===== src/eil_pkg.sv =====
// package of constants for the external interrupt latch
package eil_pkg;
  // --------------------------------------------------------------
  // register map
  // --------------------------------------------------------------
  localparam logic [11:0] EIL_STATUS_CONTROL_IDX = 12'h01A;
  localparam logic [11:0] EIL_STATUS_CONTROL_ADDR = 12'h068;
  localparam logic [11:0] EIL_MASK_STATUS_ADDR = 12'h100;
  localparam logic [11:0] EIL_EVENT_STATUS_ADDR = 12'h104;
  localparam logic [11:0] EIL_EVENT_MASK_ADDR = 12'h108;
  localparam logic [11:0] EIL_BREAK_CTRL_ADDR = 12'h10C;
  // --------------------------------------------------------------
  // status and control fields
  // --------------------------------------------------------------
  localparam int EIL_PEND_BIT = 3;
  localparam int EIL_ACK_BIT = 2;
  localparam int EIL_MASK_BIT = 1;
  localparam int EIL_MODE_BIT = 0;
  localparam logic [7:0] EIL_STATUS_CONTROL_RESET = 8'h00;
  localparam int EIL_BCE_BIT = 0;
  // edges before both the synchroniser output and pinPrev hold real pin samples
  localparam logic [1:0] EIL_SYNC_SETTLE = 2'h3;
  // --------------------------------------------------------------
  // event bits and cpu vector addresses
  // --------------------------------------------------------------
  localparam int EIL_EVT_LATCH = 0;
  localparam int EIL_EVT_ACK = 1;
  localparam int EIL_EVT_W = 2;
  localparam logic [15:0] EIL_VECTOR_HI_ADDR = 16'hFFFA;
  localparam logic [15:0] EIL_VECTOR_LO_ADDR = 16'hFFFB;
endpackage : eil_pkg


===== src/eil_external_irq_latch.sv =====
// external interrupt request latch with apb status and control
`timescale 1ns/1ps
`default_nettype none
module eil_external_irq_latch
  import eil_pkg::*;
(
  // clock and reset
  input wire logic clk,
  input wire logic resetn,
  // apb slave
  input wire logic psel,
  input wire logic penable,
  input wire logic pwrite,
  input wire logic [11:0] paddr,
  input wire logic [31:0] pwdata,
  input wire logic [3:0] pstrb,
  output logic [31:0] prdata,
  output logic pready,
  output logic pslverr,
  // external request pin, active low
  input wire logic extRequestPinN,
  // cpu side
  input wire logic vectorFetch,
  input wire logic breakState,
  output logic extRequestOne,
  output logic pinLevel,
  output logic [15:0] vectorAddrHi,
  output logic [15:0] vectorAddrLo,
  // summary interrupt
  output logic irq
);
  // ----------------------------------------------------------------
  // state
  // ----------------------------------------------------------------
  typedef struct packed {
    logic latch;
    logic ackSeen;
    logic maskBit;
    logic modeBit;
    logic breakClearEnable;
    logic pinPrev;
    logic [1:0] settle;
    logic [31:0] rdata;
  } eil_state_t;
  eil_state_t st_q, st_d;

  logic pinSync;
  logic [EIL_EVT_W-1:0] evtSet;
  logic [EIL_EVT_W-1:0] evtStatus;
  logic [EIL_EVT_W-1:0] evtMask;
  logic apbAccess;
  logic apbWrite;
  logic apbRead;
  logic lowByteWe;
  logic mapped;
  logic ackWrite;
  logic ackAny;
  logic fallEdge;
  logic pinLow;
  logic setReq;
  logic statusClrWe;
  logic maskWe;

  // ----------------------------------------------------------------
  // pin synchroniser
  // ----------------------------------------------------------------
  eil_sync u_sync (
    .clk(clk),
    .resetn(resetn),
    .pinAsync(extRequestPinN),
    .pinSync(pinSync)
  );

  // ----------------------------------------------------------------
  // apb decode
  // ----------------------------------------------------------------
  assign apbAccess = psel && penable;
  assign apbWrite = apbAccess && pwrite;
  assign apbRead = psel && !penable && !pwrite;
  assign lowByteWe = apbWrite && pstrb[0];
  assign mapped = (paddr == EIL_STATUS_CONTROL_ADDR) ||
                  (paddr == EIL_MASK_STATUS_ADDR) ||
                  (paddr == EIL_EVENT_STATUS_ADDR) ||
                  (paddr == EIL_EVENT_MASK_ADDR) ||
                  (paddr == EIL_BREAK_CTRL_ADDR);
  assign pready = 1'b1;
  assign pslverr = apbAccess && !mapped;
  assign statusClrWe = lowByteWe && (paddr == EIL_EVENT_STATUS_ADDR);
  assign maskWe = lowByteWe && (paddr == EIL_EVENT_MASK_ADDR);

  // ----------------------------------------------------------------
  // request latch logic
  // ----------------------------------------------------------------
  assign pinLow = !pinSync;
  // synchroniser reset level is no real sample: a pin held low through reset makes no edge
  assign fallEdge = st_q.pinPrev && !pinSync && (st_q.settle == EIL_SYNC_SETTLE);
  assign ackWrite = lowByteWe && (paddr == EIL_STATUS_CONTROL_ADDR) &&
                    pwdata[EIL_ACK_BIT];
  // break protects the latch from an ack write unless clear enable is set; vectorFetch still clears it
  assign ackAny = (ackWrite && (!breakState || st_q.breakClearEnable)) ||
                  vectorFetch;
  // level mode keeps re-setting while the pin is low
  assign setReq = fallEdge || (st_q.modeBit && pinLow);

  always_comb begin
    st_d = st_q;
    st_d.pinPrev = pinSync;
    if (st_q.settle != EIL_SYNC_SETTLE) begin
      st_d.settle = st_q.settle + 2'h1;
    end
    if (lowByteWe && (paddr == EIL_STATUS_CONTROL_ADDR)) begin
      st_d.maskBit = pwdata[EIL_MASK_BIT];
      st_d.modeBit = pwdata[EIL_MODE_BIT];
    end
    if (lowByteWe && (paddr == EIL_BREAK_CTRL_ADDR)) begin
      st_d.breakClearEnable = pwdata[EIL_BCE_BIT];
    end
    if (!st_q.modeBit) begin
      if (ackAny) begin
        st_d.latch = 1'b0;
      end
      st_d.ackSeen = 1'b0;
    end else begin
      // clear once both ack and pin high happened, either order
      if (ackAny) begin
        st_d.ackSeen = 1'b1;
      end
      if ((ackAny || st_q.ackSeen) && !pinLow) begin
        st_d.latch = 1'b0;
        st_d.ackSeen = 1'b0;
      end
    end
    if (setReq) begin
      st_d.latch = 1'b1;
      if (fallEdge) begin
        st_d.ackSeen = 1'b0;
      end
    end
    // read data captured in setup so it is a register in access
    if (apbRead) begin
      unique case (paddr)
        EIL_STATUS_CONTROL_ADDR: begin
          st_d.rdata = {24'h000000, 4'h0, st_q.latch, 1'b0,
                        st_q.maskBit, st_q.modeBit};
        end
        EIL_MASK_STATUS_ADDR: begin
          st_d.rdata = {31'h00000000, pinSync};
        end
        EIL_EVENT_STATUS_ADDR: begin
          st_d.rdata = {30'h00000000, evtStatus};
        end
        EIL_EVENT_MASK_ADDR: begin
          st_d.rdata = {30'h00000000, evtMask};
        end
        EIL_BREAK_CTRL_ADDR: begin
          st_d.rdata = {31'h00000000, st_q.breakClearEnable};
        end
        default: begin
          st_d.rdata = 32'h00000000;
        end
      endcase
    end
  end

  always_ff @(posedge clk) begin
    if (!resetn) begin
      st_q.latch <= 1'b0;
      st_q.ackSeen <= 1'b0;
      st_q.maskBit <= EIL_STATUS_CONTROL_RESET[EIL_MASK_BIT];
      st_q.modeBit <= EIL_STATUS_CONTROL_RESET[EIL_MODE_BIT];
      st_q.breakClearEnable <= 1'b0;
      st_q.pinPrev <= 1'b1;
      st_q.settle <= 2'h0;
      st_q.rdata <= 32'h00000000;
    end else begin
      st_q <= st_d;
    end
  end

  // ----------------------------------------------------------------
  // events and outputs
  // ----------------------------------------------------------------
  assign evtSet[EIL_EVT_LATCH] = setReq && !st_q.latch;
  assign evtSet[EIL_EVT_ACK] = ackAny;

  eil_event_regs u_evt (
    .clk(clk),
    .resetn(resetn),
    .evtSet(evtSet),
    .statusClrWe(statusClrWe),
    .maskWe(maskWe),
    .wdata(pwdata[EIL_EVT_W-1:0]),
    .status(evtStatus),
    .mask(evtMask),
    .irq(irq)
  );

  assign prdata = st_q.rdata;
  assign extRequestOne = st_q.latch && !st_q.maskBit;
  assign pinLevel = pinSync;
  assign vectorAddrHi = EIL_VECTOR_HI_ADDR;
  assign vectorAddrLo = EIL_VECTOR_LO_ADDR;
endmodule : eil_external_irq_latch
`default_nettype wire


===== src/eil_sync.sv =====
// two-stage synchroniser for the request pin
`timescale 1ns/1ps
`default_nettype none
module eil_sync (
  // clock and reset
  input wire logic clk,
  input wire logic resetn,
  // pin in, synchronised out
  input wire logic pinAsync,
  output logic pinSync
);
  typedef struct packed {
    logic s1;
    logic s2;
  } eil_sync_t;
  eil_sync_t st_q, st_d;
  always_comb begin
    st_d = st_q;
    st_d.s1 = pinAsync;
    st_d.s2 = st_q.s1;
  end
  // idle level of the active-low pin is high
  always_ff @(posedge clk) begin
    if (!resetn) begin
      st_q <= '1;
    end else begin
      st_q <= st_d;
    end
  end
  assign pinSync = st_q.s2;
endmodule : eil_sync
`default_nettype wire


===== src/eil_event_regs.sv =====
// sticky event status and mask with one interrupt output
`timescale 1ns/1ps
`default_nettype none
module eil_event_regs
  import eil_pkg::*;
(
  // clock and reset
  input wire logic clk,
  input wire logic resetn,
  // events and software access
  input wire logic [EIL_EVT_W-1:0] evtSet,
  input wire logic statusClrWe,
  input wire logic maskWe,
  input wire logic [EIL_EVT_W-1:0] wdata,
  // state out
  output logic [EIL_EVT_W-1:0] status,
  output logic [EIL_EVT_W-1:0] mask,
  output logic irq
);
  typedef struct packed {
    logic [EIL_EVT_W-1:0] sts;
    logic [EIL_EVT_W-1:0] msk;
  } eil_evt_t;
  eil_evt_t st_q, st_d;
  always_comb begin
    st_d = st_q;
    // set beats a clear in the same cycle
    if (statusClrWe) begin
      st_d.sts = st_q.sts & ~wdata;
    end
    st_d.sts = st_d.sts | evtSet;
    if (maskWe) begin
      st_d.msk = wdata;
    end
  end
  always_ff @(posedge clk) begin
    if (!resetn) begin
      st_q <= '0;
    end else begin
      st_q <= st_d;
    end
  end
  assign status = st_q.sts;
  assign mask = st_q.msk;
  assign irq = |(st_q.sts & st_q.msk);
endmodule : eil_event_regs
`default_nettype wire


===== config.mk =====
export PLATFORM = sky130hd
export DESIGN_NAME = eil_external_irq_latch
export DESIGN_NICKNAME = d
export VERILOG_FILES = /design/src/eil_pkg.sv /design/src/eil_external_irq_latch.sv /design/src/eil_sync.sv /design/src/eil_event_regs.sv
export SDC_FILE = /design/constraint.sdc
export NUM_CORES = 1
export LEC_CHECK = 0
export BUFFER_PORTS_ARGS = -buffer_cell sky130_fd_sc_hd__buf_2
export CORE_ASPECT_RATIO = 1.2
export CORE_UTILIZATION = 40
export DETAILED_ROUTE_END_ITERATION = 10
export PLACE_DENSITY = 0.83
export REMOVE_ABC_BUFFERS = 1
export SYNTH_ARGS = -nofsm -noshare
export SYNTH_HDL_FRONTEND = slang
export SYNTH_SLANG_ARGS = --single-unit

===== constraint.sdc =====
create_clock -name clk -period 3.1 [get_ports clk]
set_clock_uncertainty 0.1 [all_clocks]
set_input_delay 0.62 -clock clk [delete_from_list [all_inputs] [get_ports clk]]
set_output_delay 0.62 -clock clk [all_outputs]
set_load 0.01 [all_outputs]

### Word-level counts from Yosys, hierarchy flattened

Cells that the tools add are included.

| storage, ports and cells | value |
|---|---|
| logic and storage cells | 69 |
| output and inout port bits | 69 |
| input port bits | 56 |
| flip-flop bits (word level) | 46 |

| operators by class | value |
|---|---|
| reductions and logical operators | 36 |
| mux-type cells | 8 |
| add/sub/neg operators | 1 |
| equality and inequality tests | 8 |
| bitwise logic cells | 4 |

Operators by type and width:

| operator | number |
|---|---|
| equality test 12 x 9 -> 1 bit (second input constant) | 4 |
| case mux 4 bit (5 select lines) | 1 |
| logical AND 1 bit | 18 |
| equality test 12 x 7 -> 1 bit (second input constant) | 1 |
| logical OR 1 bit | 8 |
| 2-to-1 mux 2 bit | 4 |
| logical NOT 1 bit | 7 |
| bitwise AND 2 bit | 2 |
| 2-to-1 mux 1 bit | 3 |
| inequality test 3 x 1 -> 1 bit (second input constant) | 1 |
| nonzero test 3 bit | 1 |
| adder 2 x 1 -> 2 bit (second input constant) | 1 |
| equality test 2 bit (second input constant) | 1 |
| inequality test 2 bit (second input constant) | 1 |
| NOT 2 bit | 1 |
| bitwise OR 2 bit | 1 |
| AND reduction 2 bit | 1 |
| OR reduction 2 bit | 1 |

### Depth between registers and ports, before layout

Gate-level depths: netlist of the first run.

| depth | value |
|---|---|
| depth in word-level cells | 13 |
| mapped depth | 5 |
| gate-level depth less buffers | 4 |

### Cells and area by module

From an unflattened synthesis of the first run, not the netlist that was laid out.

| unflattened totals | value |
|---|---|
| cells, all modules | 159 |
| area, all modules | 1392.6 um^2 |

Modules (own cells, without submodules):

| module | sequential area each (um^2) | area an instance (um^2) | times used | cells an instance |
|---|---|---|---|---|
| eil_external_irq_latch | 220.2 | 1188.6 | 1 | 140 |
| eil_event_regs | 80.1 | 151.4 | 1 | 15 |
| eil_sync | 40.0 | 52.6 | 1 | 4 |

### Worst setup path before layout of the first run

OpenSTA, ideal clock, no wires.

| timing path | value |
|---|---|
| path kind | input to output |
| from | input port paddr[5] |
| to | output port pslverr |
| arrival time | 1.321 ns |
| setup slack | 1.059 ns |
| buffers on the path | 0 |
| stages | 3 |
| cell sequence | nor3b_1 a21oi_1 o211a_1 |

| between the ends | value |
|---|---|
| cells in the longest elaborated chain, start to end | 7 |

RTL lines:

| item | line | source |
|---|---|---|
| start, declared | eil_external_irq_latch.sv:14 | `input wire logic [11:0] paddr,` |
| equality test 12 x 7 -> 1 bit / equality test 12 x 9 -> 1 bit (equally long branches) | eil_external_irq_latch.sv:81, eil_external_irq_latch.sv:82 |  |
| logical OR 1 bit | eil_external_irq_latch.sv:81 | `assign mapped = (paddr == EIL_STATUS_CONTROL_ADDR) \|\|` |
| logical OR 1 bit | eil_external_irq_latch.sv:82 | `(paddr == EIL_MASK_STATUS_ADDR) \|\|` |
| logical OR 1 bit | eil_external_irq_latch.sv:83 | `(paddr == EIL_EVENT_STATUS_ADDR) \|\|` |
| logical OR 1 bit (*) | eil_external_irq_latch.sv:84 | `(paddr == EIL_EVENT_MASK_ADDR) \|\|` |
| logical NOT 1 bit (*) | eil_external_irq_latch.sv:87 | `assign pslverr = apbAccess && !mapped;` |
| logical AND 1 bit (*) | eil_external_irq_latch.sv:87 |  |
| end, declared | eil_external_irq_latch.sv:19 | `output logic pslverr,` |

Every way passes the cells marked *; elsewhere a longest branch is shown, timed or not.

### Worst setup path in the final report of the first run

Ends and elaborated chain as after synthesis.

==> out/summary.md, run 1 <==
- Clock Pin Slew Worst Setup and Hold Paths: 0.09 ns
- worst setup slack before clock tree synthesis: 0.7349 ns
- total via count in the routed design: 931
- clk_lat worst skew: 0.28 ns
- number of hold buffers added after cts: 0
- static leakage power: 0.6343 nW
- smallest setup slack after layout: 0.7110 ns
- root buffer cell: sky130_fd_sc_hd__clkbuf_4
- CP Data Required Time: 2.38 ns
- area of the die: 0.003642 sq mm
- Detailed Routing Iterations Pass 1: 5
- CP arrival: 1.67 ns
- antenna violations before repair: 0
- average footprint of a synthesized cell: 8.726 sq um
- FP Rows: 22
- total global-route track usage: 10.93%
- count of pins on the block boundary: 125
- average detailed-routed wire length per instance: 9.534 um
- worst-path fanout max: 5
- Num CTS Buffers: 3
- Placeable Area: 0.003138 sq mm
- deepest level of the CTS H-tree: 1
- wire length of the first global-routing pass: 3201 um
- DRT antenna net count: 0
- ranking of synthesized cells by area: sky130_fd_sc_hd__buf_4 (36%), sky130_fd_sc_hd__dfxtp_1 (25%), sky130_fd_sc_hd__mux2i_1 (4.4%)
- cell area power density: 340.5 mW/mm^2
- outcome: completed
- cell area after synthesis: 0.001361 sq mm
- share of layout cells above drive strength 1: 23.50%
- Longest Clk Path Bufs: 2
- transition at the pin with the smallest max-transition slack: 0.5195 ns
- worst relative slew slack: 65.29%
- kind of launch point of the worst setup path: input pin
- count of warnings emitted by yosys: 0
- overall routed net length: 2088 um
- register area share after synthesis: 25.00%
- EDFF count, synth: 0
- total count of max-transition violations in the final report: 0
- top flip-flop cell by instance count after synthesis: sky130_fd_sc_hd__dfxtp_1
- endpoints failing setup: 0
- synthesized flop and latch total: 17
- design area: 0.001313 sq mm
- cell accounting for the most synthesized area: sky130_fd_sc_hd__buf_4
- part of the power in registers: 52.2%
- buffers added on ports: 30
- maximum frequency from static timing analysis: 418.6 MHz
- number of clock sinks seen by CTS: 17
- effective utilization at floorplan: 43.38%
- worst supply voltage drop on vdd: 0.3269 mV
- vertical die dimension: 65.91 um
- P&R area growth vs syn: -3.584%
- NumNets Final: 241
- proportion of netlist area held by the largest area contributor: 35.85%
- setup total negative slack: 0 ns
- Post-CTS Setup Repair Bufs: 0
- startpoint-to-endpoint class of the critical path: input pin to output port
- final global-route overflow total: 0
- number of maximum-capacitance violations: 0
- FFs w/ async S/R, synth: 0%
- period utilization: 77.07%
- number of global-route vias before repair: 781
- Distinct cells, synth: 39
- fill cell instance count of the final layout: 340
- Pint: 0.0003098 W
- maximum number of pins on one net before global-route repair: 20
- area of placed instances: 0.001286 sq mm
- NetSw: 0.0001371 W
- diode insertion count for antenna repair: 0
- CP Capture Type: output port
- final critical-path required period: 2.389 ns
- fraction of power consumed by combinational cells: 21.8%
- TritonCTS clock tree: yes
- clock network fraction of total power: 26.0%
- Sw Ratio: 30.67%
- total count of hold-check failures in the final report: 0
- unrepaired setup endpoints after global routing: no
- post-synthesis cell count: 156
- HPWL after detailed placement: 1727 um
- Post-CTS Resized: 0
- Placer Congestion: 0.8010
- Tightest Hold Check Type: flip-flop to flip-flop
- DRC violation count after routing: 0
- DR vias/cell: 4.251
- Initial DRC Count: 24
- x dimension of the die: 55.26 um
==> layout by cell type, fill, tap and decap left out <==
cell	netlist	routed
sky130_fd_sc_hd__o211ai_1	1	1
sky130_fd_sc_hd__dfxtp_1	17	17
sky130_fd_sc_hd__buf_2	0	30
sky130_fd_sc_hd__a21oi_1	4	4
sky130_fd_sc_hd__ha_1	1	1
sky130_fd_sc_hd__a32oi_1	1	1
sky130_fd_sc_hd__nor2_1	1	1
sky130_fd_sc_hd__o21ai_0	2	2
sky130_fd_sc_hd__nor2b_1	4	4
sky130_fd_sc_hd__and2_2	1	1
sky130_fd_sc_hd__a41o_1	1	1
sky130_fd_sc_hd__nand3_1	2	2
sky130_fd_sc_hd__nor3b_1	2	2
sky130_fd_sc_hd__nor3_2	1	1
sky130_fd_sc_hd__a22o_1	2	2
sky130_fd_sc_hd__o211a_1	1	1
sky130_fd_sc_hd__and4_4	1	1
sky130_fd_sc_hd__clkbuf_4	0	3
sky130_fd_sc_hd__and2_1	1	1
sky130_fd_sc_hd__a31oi_1	1	1
sky130_fd_sc_hd__inv_1	1	1
sky130_fd_sc_hd__or3b_2	1	1
sky130_fd_sc_hd__o31ai_1	1	1
sky130_fd_sc_hd__mux4_2	1	1
sky130_fd_sc_hd__a21boi_1	1	1
sky130_fd_sc_hd__and3b_1	1	1
sky130_fd_sc_hd__and3_2	1	1
sky130_fd_sc_hd__mux2i_1	6	6
sky130_fd_sc_hd__nor3b_2	1	1
sky130_fd_sc_hd__nand2b_1	4	4
sky130_fd_sc_hd__conb_1	2	62
sky130_fd_sc_hd__a41oi_4	1	1
sky130_fd_sc_hd__nor4_4	1	1
sky130_fd_sc_hd__clkbuf_1	2	1
sky130_fd_sc_hd__a21boi_0	1	1
sky130_fd_sc_hd__xnor2_1	1	1
sky130_fd_sc_hd__o41ai_1	1	1
sky130_fd_sc_hd__nand4_1	3	3
sky130_fd_sc_hd__and4_2	1	1
sky130_fd_sc_hd__nand2_1	16	16
==> cell families after synthesis <==
group / Yosys count / synth area share [%]
AOI/OAI and AO/OA: 18 / 10.94
xor gates and xnor gates: 1 / 0.6435
adders and majority gates: 1 / 0.9190
buffers and inverters: 68 / 36.67
DFF: 17 / 25.00
muxes: 7 / 6.066
other: 2 / 0.5517
and+or+nand+nor: 42 / 19.21
==> metal layers <==
metal  wire (um)  share of wire, %  up-vias  global-route usage, %
met1         846                41      403                  12.77
met5           0                 0        -                      0
met2         986                47       69                  18.37
li1            -                 -      457                      -
met3         243                12        2                  4.892
met4          12              0.57        0                  2.500
==> flip-flops by register name, indices dropped and copies added, names as in the netlist <==
register / flops
u_sync.st_d: 1
u_evt.status: 2
u_evt.mask: 2
prdata: 3
u_sync.pinSync: 1
st_q: 8
==> worst paths after layout <==
check / startpoint / end / slack (ns) / cells after the start
worst max-delay path: paddr[5] / pslverr / 0.71 / 5
worst min-delay path: u_sync.st_d[0]$_SDFF_PN1_ / u_sync.pinSync$_SDFF_PN1_ / 0.33 / 1
worst max register to register: st_q[32]$_SDFFE_PN0P_ / st_q[39]$_SDFFE_PN0P_ / 1.87 / 4
worst min register to register: u_sync.st_d[0]$_SDFF_PN1_ / u_sync.pinSync$_SDFF_PN1_ / 0.33 / 1
==> worst max-delay path: stages <==
cell	delay [ns]
sky130_fd_sc_hd__buf_2	0.10
sky130_fd_sc_hd__nor3b_1	0.46
sky130_fd_sc_hd__a21oi_1	0.12
sky130_fd_sc_hd__o211a_1	0.24
sky130_fd_sc_hd__buf_2	0.14
==> synth_stat cells, types with 2 or more instances <==
cell	number
sky130_fd_sc_hd__clkbuf_1	2
sky130_fd_sc_hd__nor3b_1	2
sky130_fd_sc_hd__conb_1	2
sky130_fd_sc_hd__a22o_1	2
sky130_fd_sc_hd__dfxtp_1	17
sky130_fd_sc_hd__nor2b_1	4
sky130_fd_sc_hd__nand2b_1	4
sky130_fd_sc_hd__a21oi_1	4
sky130_fd_sc_hd__o21ai_0	2
sky130_fd_sc_hd__mux2i_1	6
sky130_fd_sc_hd__nand3_1	2
sky130_fd_sc_hd__nand2_1	16
sky130_fd_sc_hd__nand4_1	3
sky130_fd_sc_hd__buf_4	65
==> power groups by stage <==
stage / clock, W / sequential, W / combinational (W)
2_1_floorplan: 0 / 0.000238 / 0.0000658
3_3_place_gp: 0 / 0.000238 / 0.0000947
3_5_place_dp: 0 / 0.000238 / 0.0000967
4_1_cts: 0.000120 / 0.000233 / 0.0000970
5_1_grt: 0.000134 / 0.000234 / 0.000110
6_report: 0.000116 / 0.000233 / 0.0000975
==> cell type report <==
class,instances,area (sq um),share of cell area [%]
clock buffers,4,26.28,2.002
well taps,36,45.04,3.432
flip-flops and latches,17,340.3,25.93
inverters,1,3.754,0.2860
repair buffers,30,150.1,11.44
multi-input cells,131,747.0,56.91
==> stage by stage <==
| stage | utilization (%) | cells | power (W) | hold slack (ns) |
|---|---|---|---|---|
| 3_3_place_gp | 40.99 | 215 | 0.0003326 | 0.2878 |
| 6_report | 41.83 | 219 | 0.0004469 | 0.3260 |
| 3_5_place_dp | 40.99 | 215 | 0.0003352 | 0.2947 |
| 5_1_grt | 41.83 | 219 | 0.0004779 | 0.3568 |
| 2_1_floorplan | - | 149 | 0.0003034 | 0.2863 |
| 4_1_cts | 41.83 | 219 | 0.0004505 | 0.3307 |
No activity file was read; power rests on OpenSTA's default activity.
==> run 2, diff against run 1 <==
--- a/config.mk
+++ b/config.mk
@@ -7,9 +7,9 @@
 export LEC_CHECK = 0
 export BUFFER_PORTS_ARGS = -buffer_cell sky130_fd_sc_hd__buf_2
 export CORE_ASPECT_RATIO = 1.2
-export CORE_UTILIZATION = 40
+export CORE_UTILIZATION = 37
 export DETAILED_ROUTE_END_ITERATION = 10
-export PLACE_DENSITY = 0.83
+export PLACE_DENSITY = 0.77
 export REMOVE_ABC_BUFFERS = 1
 export SYNTH_ARGS = -nofsm -noshare
 export SYNTH_HDL_FRONTEND = slang
==> constraint.sdc (replaced) <==
create_clock -name clk -period 2.3 [get_ports clk]
set_clock_uncertainty 0.1 [all_clocks]
set_input_delay 0.46 -clock clk [delete_from_list [all_inputs] [get_ports clk]]
set_output_delay 0.46 -clock clk [all_outputs]
set_load 0.01 [all_outputs]
==> out/summary.md, run 2 (same netlist as run 1, synthesis figures left out) <==
- worst supply voltage drop on vdd: 0.2246 mV, was 0.3269 mV
- DR vias/cell: 4.281, was 4.251
- part of the power in registers: 46.9%, was 52.2%
- startpoint-to-endpoint class of the critical path: input pin to output port, unchanged
- cell count after placement: 217, was 215
- Pint: 0.0004738 W, was 0.0003098 W
- list of cells traversed by the critical path: buf_2 > nor4_4 > nand2_1 > o211a_1 > buf_2, was buf_2 > nor3b_1 > a21oi_1 > o211a_1 > buf_2
- Placeable Area: 0.003425 sq mm, was 0.003138 sq mm
- Sw Ratio: 29.31%, was 30.67%
- unrepaired setup endpoints after global routing: no, unchanged
- worst stage delay on the critical path: 0.36 ns, was 0.46 ns
- worst-path fanout max: 5, unchanged
- number of buffer and inverter stages on the critical path: 2, unchanged
- Post-CTS Setup Repair Bufs: 0, unchanged
- Clock Pin Slew Worst Setup and Hold Paths: 0.06 ns, was 0.09 ns
- Tightest Hold Check Type: input pin to flip-flop, was flip-flop to flip-flop
- outcome: finished, violations left, was completed
- endpoints failing setup: 0, unchanged
- period utilization: 86.50%
- CP arrival: 1.43 ns, was 1.67 ns
- clk_lat worst skew: 0.25 ns, was 0.28 ns
- FP Rows: 23, was 22
- CP Capture Type: output port, unchanged
- cell with the most instances on the worst path: sky130_fd_sc_hd__buf_2, unchanged
- NetSw: 0.0001965 W, was 0.0001371 W
- total count of hold-check failures in the final report: 0, unchanged
- kind of launch point of the worst setup path: input pin, unchanged
- antenna violations before repair: 0, unchanged
- Num CTS Buffers: 3, unchanged
- HPWL after detailed placement: 1815 um, was 1727 um
- total count of max-transition violations in the final report: 0, unchanged
- number of hold buffers added after cts: 0, unchanged
- TritonCTS clock tree: yes, unchanged
- DRT antenna net count: 0, unchanged
- DRC violation count after routing: 24, was 0
- count of pins on the block boundary: 125, unchanged
- P&R area growth vs syn: -1.562%, was -3.584%
- deepest level of the CTS H-tree: 1, unchanged
- static leakage power: 0.6474 nW, was 0.6343 nW
- root buffer cell: sky130_fd_sc_hd__clkbuf_8, was sky130_fd_sc_hd__clkbuf_4
- final instance count without filler cells: 221, was 219
- violated checks: DRC
- worst setup slack before clock tree synthesis: 0.2938 ns, was 0.7349 ns
- smallest setup slack after layout: 0.3106 ns, was 0.7110 ns
- CP Data Required Time: 1.74 ns, was 2.38 ns
- NumNets Final: 242, was 241
- slowest stage cell on the critical path: sky130_fd_sc_hd__nor4_4, was sky130_fd_sc_hd__nor3b_1
- effective utilization at floorplan: 39.75%, was 43.38%
- number of flip-flops in the largest register: 8, unchanged
- Longest Clk Path Bufs: 2, unchanged
- x dimension of the die: 57.37 um, was 55.26 um
- overall routed net length: 2192 um, was 2088 um
- setup total negative slack: 0 ns, unchanged
- clock network fraction of total power: 33.3%, was 26.0%
- number of maximum-capacitance violations: 0, unchanged
- area of the die: 0.003927 sq mm, was 0.003642 sq mm
- final global-route overflow total: 0, unchanged
- vertical die dimension: 68.45 um, was 65.91 um
- fraction of power consumed by combinational cells: 19.7%, was 21.8%
- Post-CTS Resized: 0, unchanged
- Detailed Routing Iterations Pass 1: 9, was 5
- highest-count cells in the layout ignoring fill and taps: sky130_fd_sc_hd__conb_1 (62), sky130_fd_sc_hd__buf_2 (30), sky130_fd_sc_hd__dfxtp_1 (17), sky130_fd_sc_hd__nand2_1 (16), sky130_fd_sc_hd__mux2i_1 (6), unchanged
- average detailed-routed wire length per instance: 9.919 um, was 9.534 um
- Initial DRC Count: 36, was 24
- diode insertion count for antenna repair: 0, unchanged
- total via count in the routed design: 946, was 931
- final critical-path required period: 1.989 ns
- total global-route track usage: 11.27%, was 10.93%
- register with the most flip-flops: st_q, unchanged
- Placer Congestion: 0.8096, was 0.8010
- cell area power density: 500.1 mW/mm^2, was 340.5 mW/mm^2
- buffers added on ports: 30, unchanged
- number of global-route vias before repair: 761, was 781
- cell class contributing the biggest share of worst-path delay: simple AND/OR/NAND/NOR gates, unchanged
- number of clock sinks seen by CTS: 17, unchanged
- wire length of the first global-routing pass: 3201 um, unchanged
- share of layout cells above drive strength 1: 23.91%, was 23.50%
- maximum number of pins on one net before global-route repair: 20, unchanged
- most frequent standard cell in the layout excluding fill and tap cells: sky130_fd_sc_hd__conb_1, unchanged
- maximum frequency from static timing analysis: 502.7 MHz
## run 2: cell count changes in the layout (fill, tap and decap cells not counted), sizes merged
cell  change
buf       +1
## run 2: worst paths after layout
| check | start | end | slack [ns] | cells after the start |
|---|---|---|---|---|
| worst max-delay path | paddr[7] | pslverr | 0.31 | 5 |
| worst min-delay path | extRequestPinN | u_sync.st_d[0]$_SDFF_PN1_ | 0.29 | 2 |
| worst max register to register | st_q[32]$_SDFFE_PN0P_ | st_q[39]$_SDFFE_PN0P_ | 1.04 | 4 |
| worst min register to register | u_sync.st_d[0]$_SDFF_PN1_ | u_sync.pinSync$_SDFF_PN1_ | 0.32 | 1 |
## run 2: power by group through the flow
stage	Sequential, W	Clock (W)	Combinational [W]
global placement	0.000321	0	0.000130
floorplan	0.000320	0	0.0000887
CTS	0.000315	0.000228	0.000132
detailed placement	0.000321	0	0.000131
finish	0.000315	0.000223	0.000132
global route	0.000317	0.000240	0.000149
## run 2: per-layer routing
| metal | vias to the layer above | share of wire (%) | track usage (%) |
|---|---|---|---|
| li1 | 457 | - | - |
| met1 | 418 | 39 | 11.72 |
| met2 | 66 | 51 | 20.49 |
| met3 | 5 | 8.1 | 2.457 |
| met4 | 0 | 2.1 | 7.317 |
| met5 | - | 0 | 0 |
## run 2: metrics by stage
stage                     util (%)  cell area (sq um)  hold WS (ns)  total power [W]
final                        39.13               1340        0.2901        0.0006702
after floorplan                  -               1091        0.2863        0.0004089
after global placement       37.82               1295        0.2877        0.0004504
after detailed placement     37.82               1295        0.3103        0.0004523
after global routing         39.13               1340        0.2885        0.0007067
after CTS                    39.13               1340        0.2927        0.0006744
## run 2: layout make-up
class,instances,area [sq um]
Fill cell,364,2085
Sequential cell,17,340.3
Tap cell,37,46.29
Inverter,1,3.754
Timing Repair Buffer,31,157.7
Clock buffer,4,45.04
Multi-Input combinational cell,131,747.0
==> run 3, diff against run 2 <==
--- a/config.mk
+++ b/config.mk
@@ -7,6 +7,7 @@
 export LEC_CHECK = 0
 export BUFFER_PORTS_ARGS = -buffer_cell sky130_fd_sc_hd__buf_2
 export CORE_ASPECT_RATIO = 1.2
+export CORE_MARGIN = 1.5
 export CORE_UTILIZATION = 37
 export DETAILED_ROUTE_END_ITERATION = 10
 export PLACE_DENSITY = 0.77
==> constraint.sdc (replaced) <==
create_clock -name clk -period 2.3 [get_ports clk]
set_clock_uncertainty 0.1 [all_clocks]
set_input_delay 0.115 -clock clk [delete_from_list [all_inputs] [get_ports clk]]
set_output_delay 0.115 -clock clk [all_outputs]
set_load 0.01 [all_outputs]
==> out/summary.md, run 3 (same netlist as run 1, synthesis figures left out) <==
- outcome: completed, was finished, violations left
- list of cells traversed by the critical path: buf_2 > nor3b_1 > a21oi_1 > o211a_1 > buf_2, was buf_2 > nor4_4 > nand2_1 > o211a_1 > buf_2
- register with the most flip-flops: st_q, unchanged
- Post-CTS Setup Repair Bufs: 0, unchanged
- worst-path fanout max: 5, unchanged
- period utilization: 57.82%, was 86.50%
- worst supply voltage drop on vdd: 0.1764 mV, was 0.2246 mV
- wire length of the first global-routing pass: 3312 um, was 3201 um
- root buffer cell: sky130_fd_sc_hd__clkbuf_8, unchanged
- vertical die dimension: 69.45 um, was 68.45 um
- final global-route overflow total: 0, unchanged
- Tightest Hold Check Type: input pin to flip-flop, unchanged
- total via count in the routed design: 927, was 946
- highest-count cells in the layout ignoring fill and taps: sky130_fd_sc_hd__conb_1 (62), sky130_fd_sc_hd__buf_2 (30), sky130_fd_sc_hd__dfxtp_1 (17), sky130_fd_sc_hd__nand2_1 (16), sky130_fd_sc_hd__mux2i_1 (6), unchanged
- number of clock sinks seen by CTS: 17, unchanged
- NumNets Final: 242, unchanged
- DRC violation count after routing: 0, was 24
- count of pins on the block boundary: 125, unchanged
- HPWL after detailed placement: 1809 um, was 1815 um
- total count of hold-check failures in the final report: 0, unchanged
- worst stage delay on the critical path: 0.42 ns, was 0.36 ns
- DRT antenna net count: 0, unchanged
- total global-route track usage: 10.71%, was 11.27%
- FP Rows: 23, unchanged
- cell with the most instances on the worst path: sky130_fd_sc_hd__buf_2, unchanged
- Initial DRC Count: 19, was 36
- share of layout cells above drive strength 1: 23.37%, was 23.91%
- cell count after placement: 216, was 217
- Detailed Routing Iterations Pass 1: 4, was 9
- number of maximum-capacitance violations: 0, unchanged
- effective utilization at floorplan: 39.75%, unchanged
- CP Capture Type: output port, unchanged
- CP Data Required Time: 2.09 ns, was 1.74 ns
- diode insertion count for antenna repair: 0, unchanged
- static leakage power: 0.6463 nW, was 0.6474 nW
- number of flip-flops in the largest register: 8, unchanged
- final instance count without filler cells: 221, unchanged
- setup total negative slack: 0 ns, unchanged
- Placeable Area: 0.003425 sq mm, unchanged
- cell area power density: 498.5 mW/mm^2, was 500.1 mW/mm^2
- DR vias/cell: 4.195, was 4.281
- area of the die: 0.004054 sq mm, was 0.003927 sq mm
- most frequent standard cell in the layout excluding fill and tap cells: sky130_fd_sc_hd__conb_1, unchanged
- x dimension of the die: 58.37 um, was 57.37 um
- P&R area growth vs syn: -1.379%, was -1.562%
- endpoints failing setup: 0, unchanged
- average detailed-routed wire length per instance: 9.928 um, was 9.919 um
- Num CTS Buffers: 3, unchanged
- buffers added on ports: 30, unchanged
- maximum frequency from static timing analysis: 752.0 MHz, was 502.7 MHz
- clk_lat worst skew: 0.25 ns, about the same
- minimum setup slack among reg-to-reg paths: 1.07 ns, was 1.04 ns
- Longest Clk Path Bufs: 2, unchanged
- antenna violations before repair: 0, unchanged
- Placer Congestion: 0.7880, was 0.8096
- deepest level of the CTS H-tree: 1, unchanged
- slowest stage cell on the critical path: sky130_fd_sc_hd__nor3b_1, was sky130_fd_sc_hd__nor4_4
- TritonCTS clock tree: yes, unchanged
- kind of launch point of the worst setup path: input pin, unchanged
- total count of max-transition violations in the final report: 0, unchanged
- Clock Pin Slew Worst Setup and Hold Paths: 0.06 ns, about the same
- CP arrival: 1.11 ns, was 1.43 ns
- overall routed net length: 2194 um, was 2192 um
- final critical-path required period: 1.330 ns, was 1.989 ns
- startpoint-to-endpoint class of the critical path: input pin to output port, unchanged
- maximum number of pins on one net before global-route repair: 20, unchanged
- unrepaired setup endpoints after global routing: no, unchanged
- number of global-route vias before repair: 790, was 761
run 3: where the power goes:
| group | switching, W | internal, W |
|---|---|---|
| clock network | 0.0000990 | 0.000123 |
| logic | 0.0000882 | 0.0000441 |
| registers | 0.00000747 | 0.000307 |
| total | 0.000195 | 0.000475 |
run 3: cell type report:
cell class	instances	area [sq um]
clock buffer	4	45.04
fill	366	2082
sequential	17	340.3
multi-input combinational	131	747.0
timing repair buffer	31	160.2
inverter	1	3.754
tap	37	46.29
run 3: layer usage:
| metal | vias up | track usage [%] | wire (um) |
|---|---|---|---|
| met4 | 0 | 6.977 | 54 |
| met1 | 404 | 11.30 | 851 |
| met5 | - | 0 | 0 |
| met2 | 61 | 18.35 | 1059 |
| met3 | 5 | 2.425 | 228 |
| li1 | 457 | - | - |
run 3: per-stage QoR:
stage | hold slack (ns) | utilization (%) | area [sq um] | power [W] | worst slack, ns
global route | 0.08485 | 39.20 | 1343 | 0.0007078 | 0.8646
floorplan | 0.08804 | - | 1091 | 0.0004089 | 1.011
CTS | 0.05827 | 39.20 | 1343 | 0.0006781 | 0.9711
finish | 0.05451 | 39.20 | 1343 | 0.0006692 | 0.9702
global placement | 0.2080 | 37.60 | 1287 | 0.0004488 | 0.7935
detailed placement | 0.2110 | 37.60 | 1287 | 0.0004513 | 0.7824
run 3: path summary, 6_finish.rpt:
kind,startpoint,end,cells after the start
min,vectorFetch,u_evt.status[1]$_SDFF_PN0_,3
max reg2reg,st_q[32]$_SDFFE_PN0P_,st_q[39]$_SDFFE_PN0P_,4
min reg2reg,u_sync.st_d[0]$_SDFF_PN1_,u_sync.pinSync$_SDFF_PN1_,1
max,paddr[5],pslverr,5
run 3: what timing repair did:
item | CTS | global route
hold endpoints to repair | 1 | 0
gates resized for setup | 0 | 0
hold buffers | 1 | 0
run 3: critical path, delay by kind of cell:
kind	cells	cell delay, ns
simple gates	1	0.42
compound gates	2	0.35
buf+inv	2	0.23
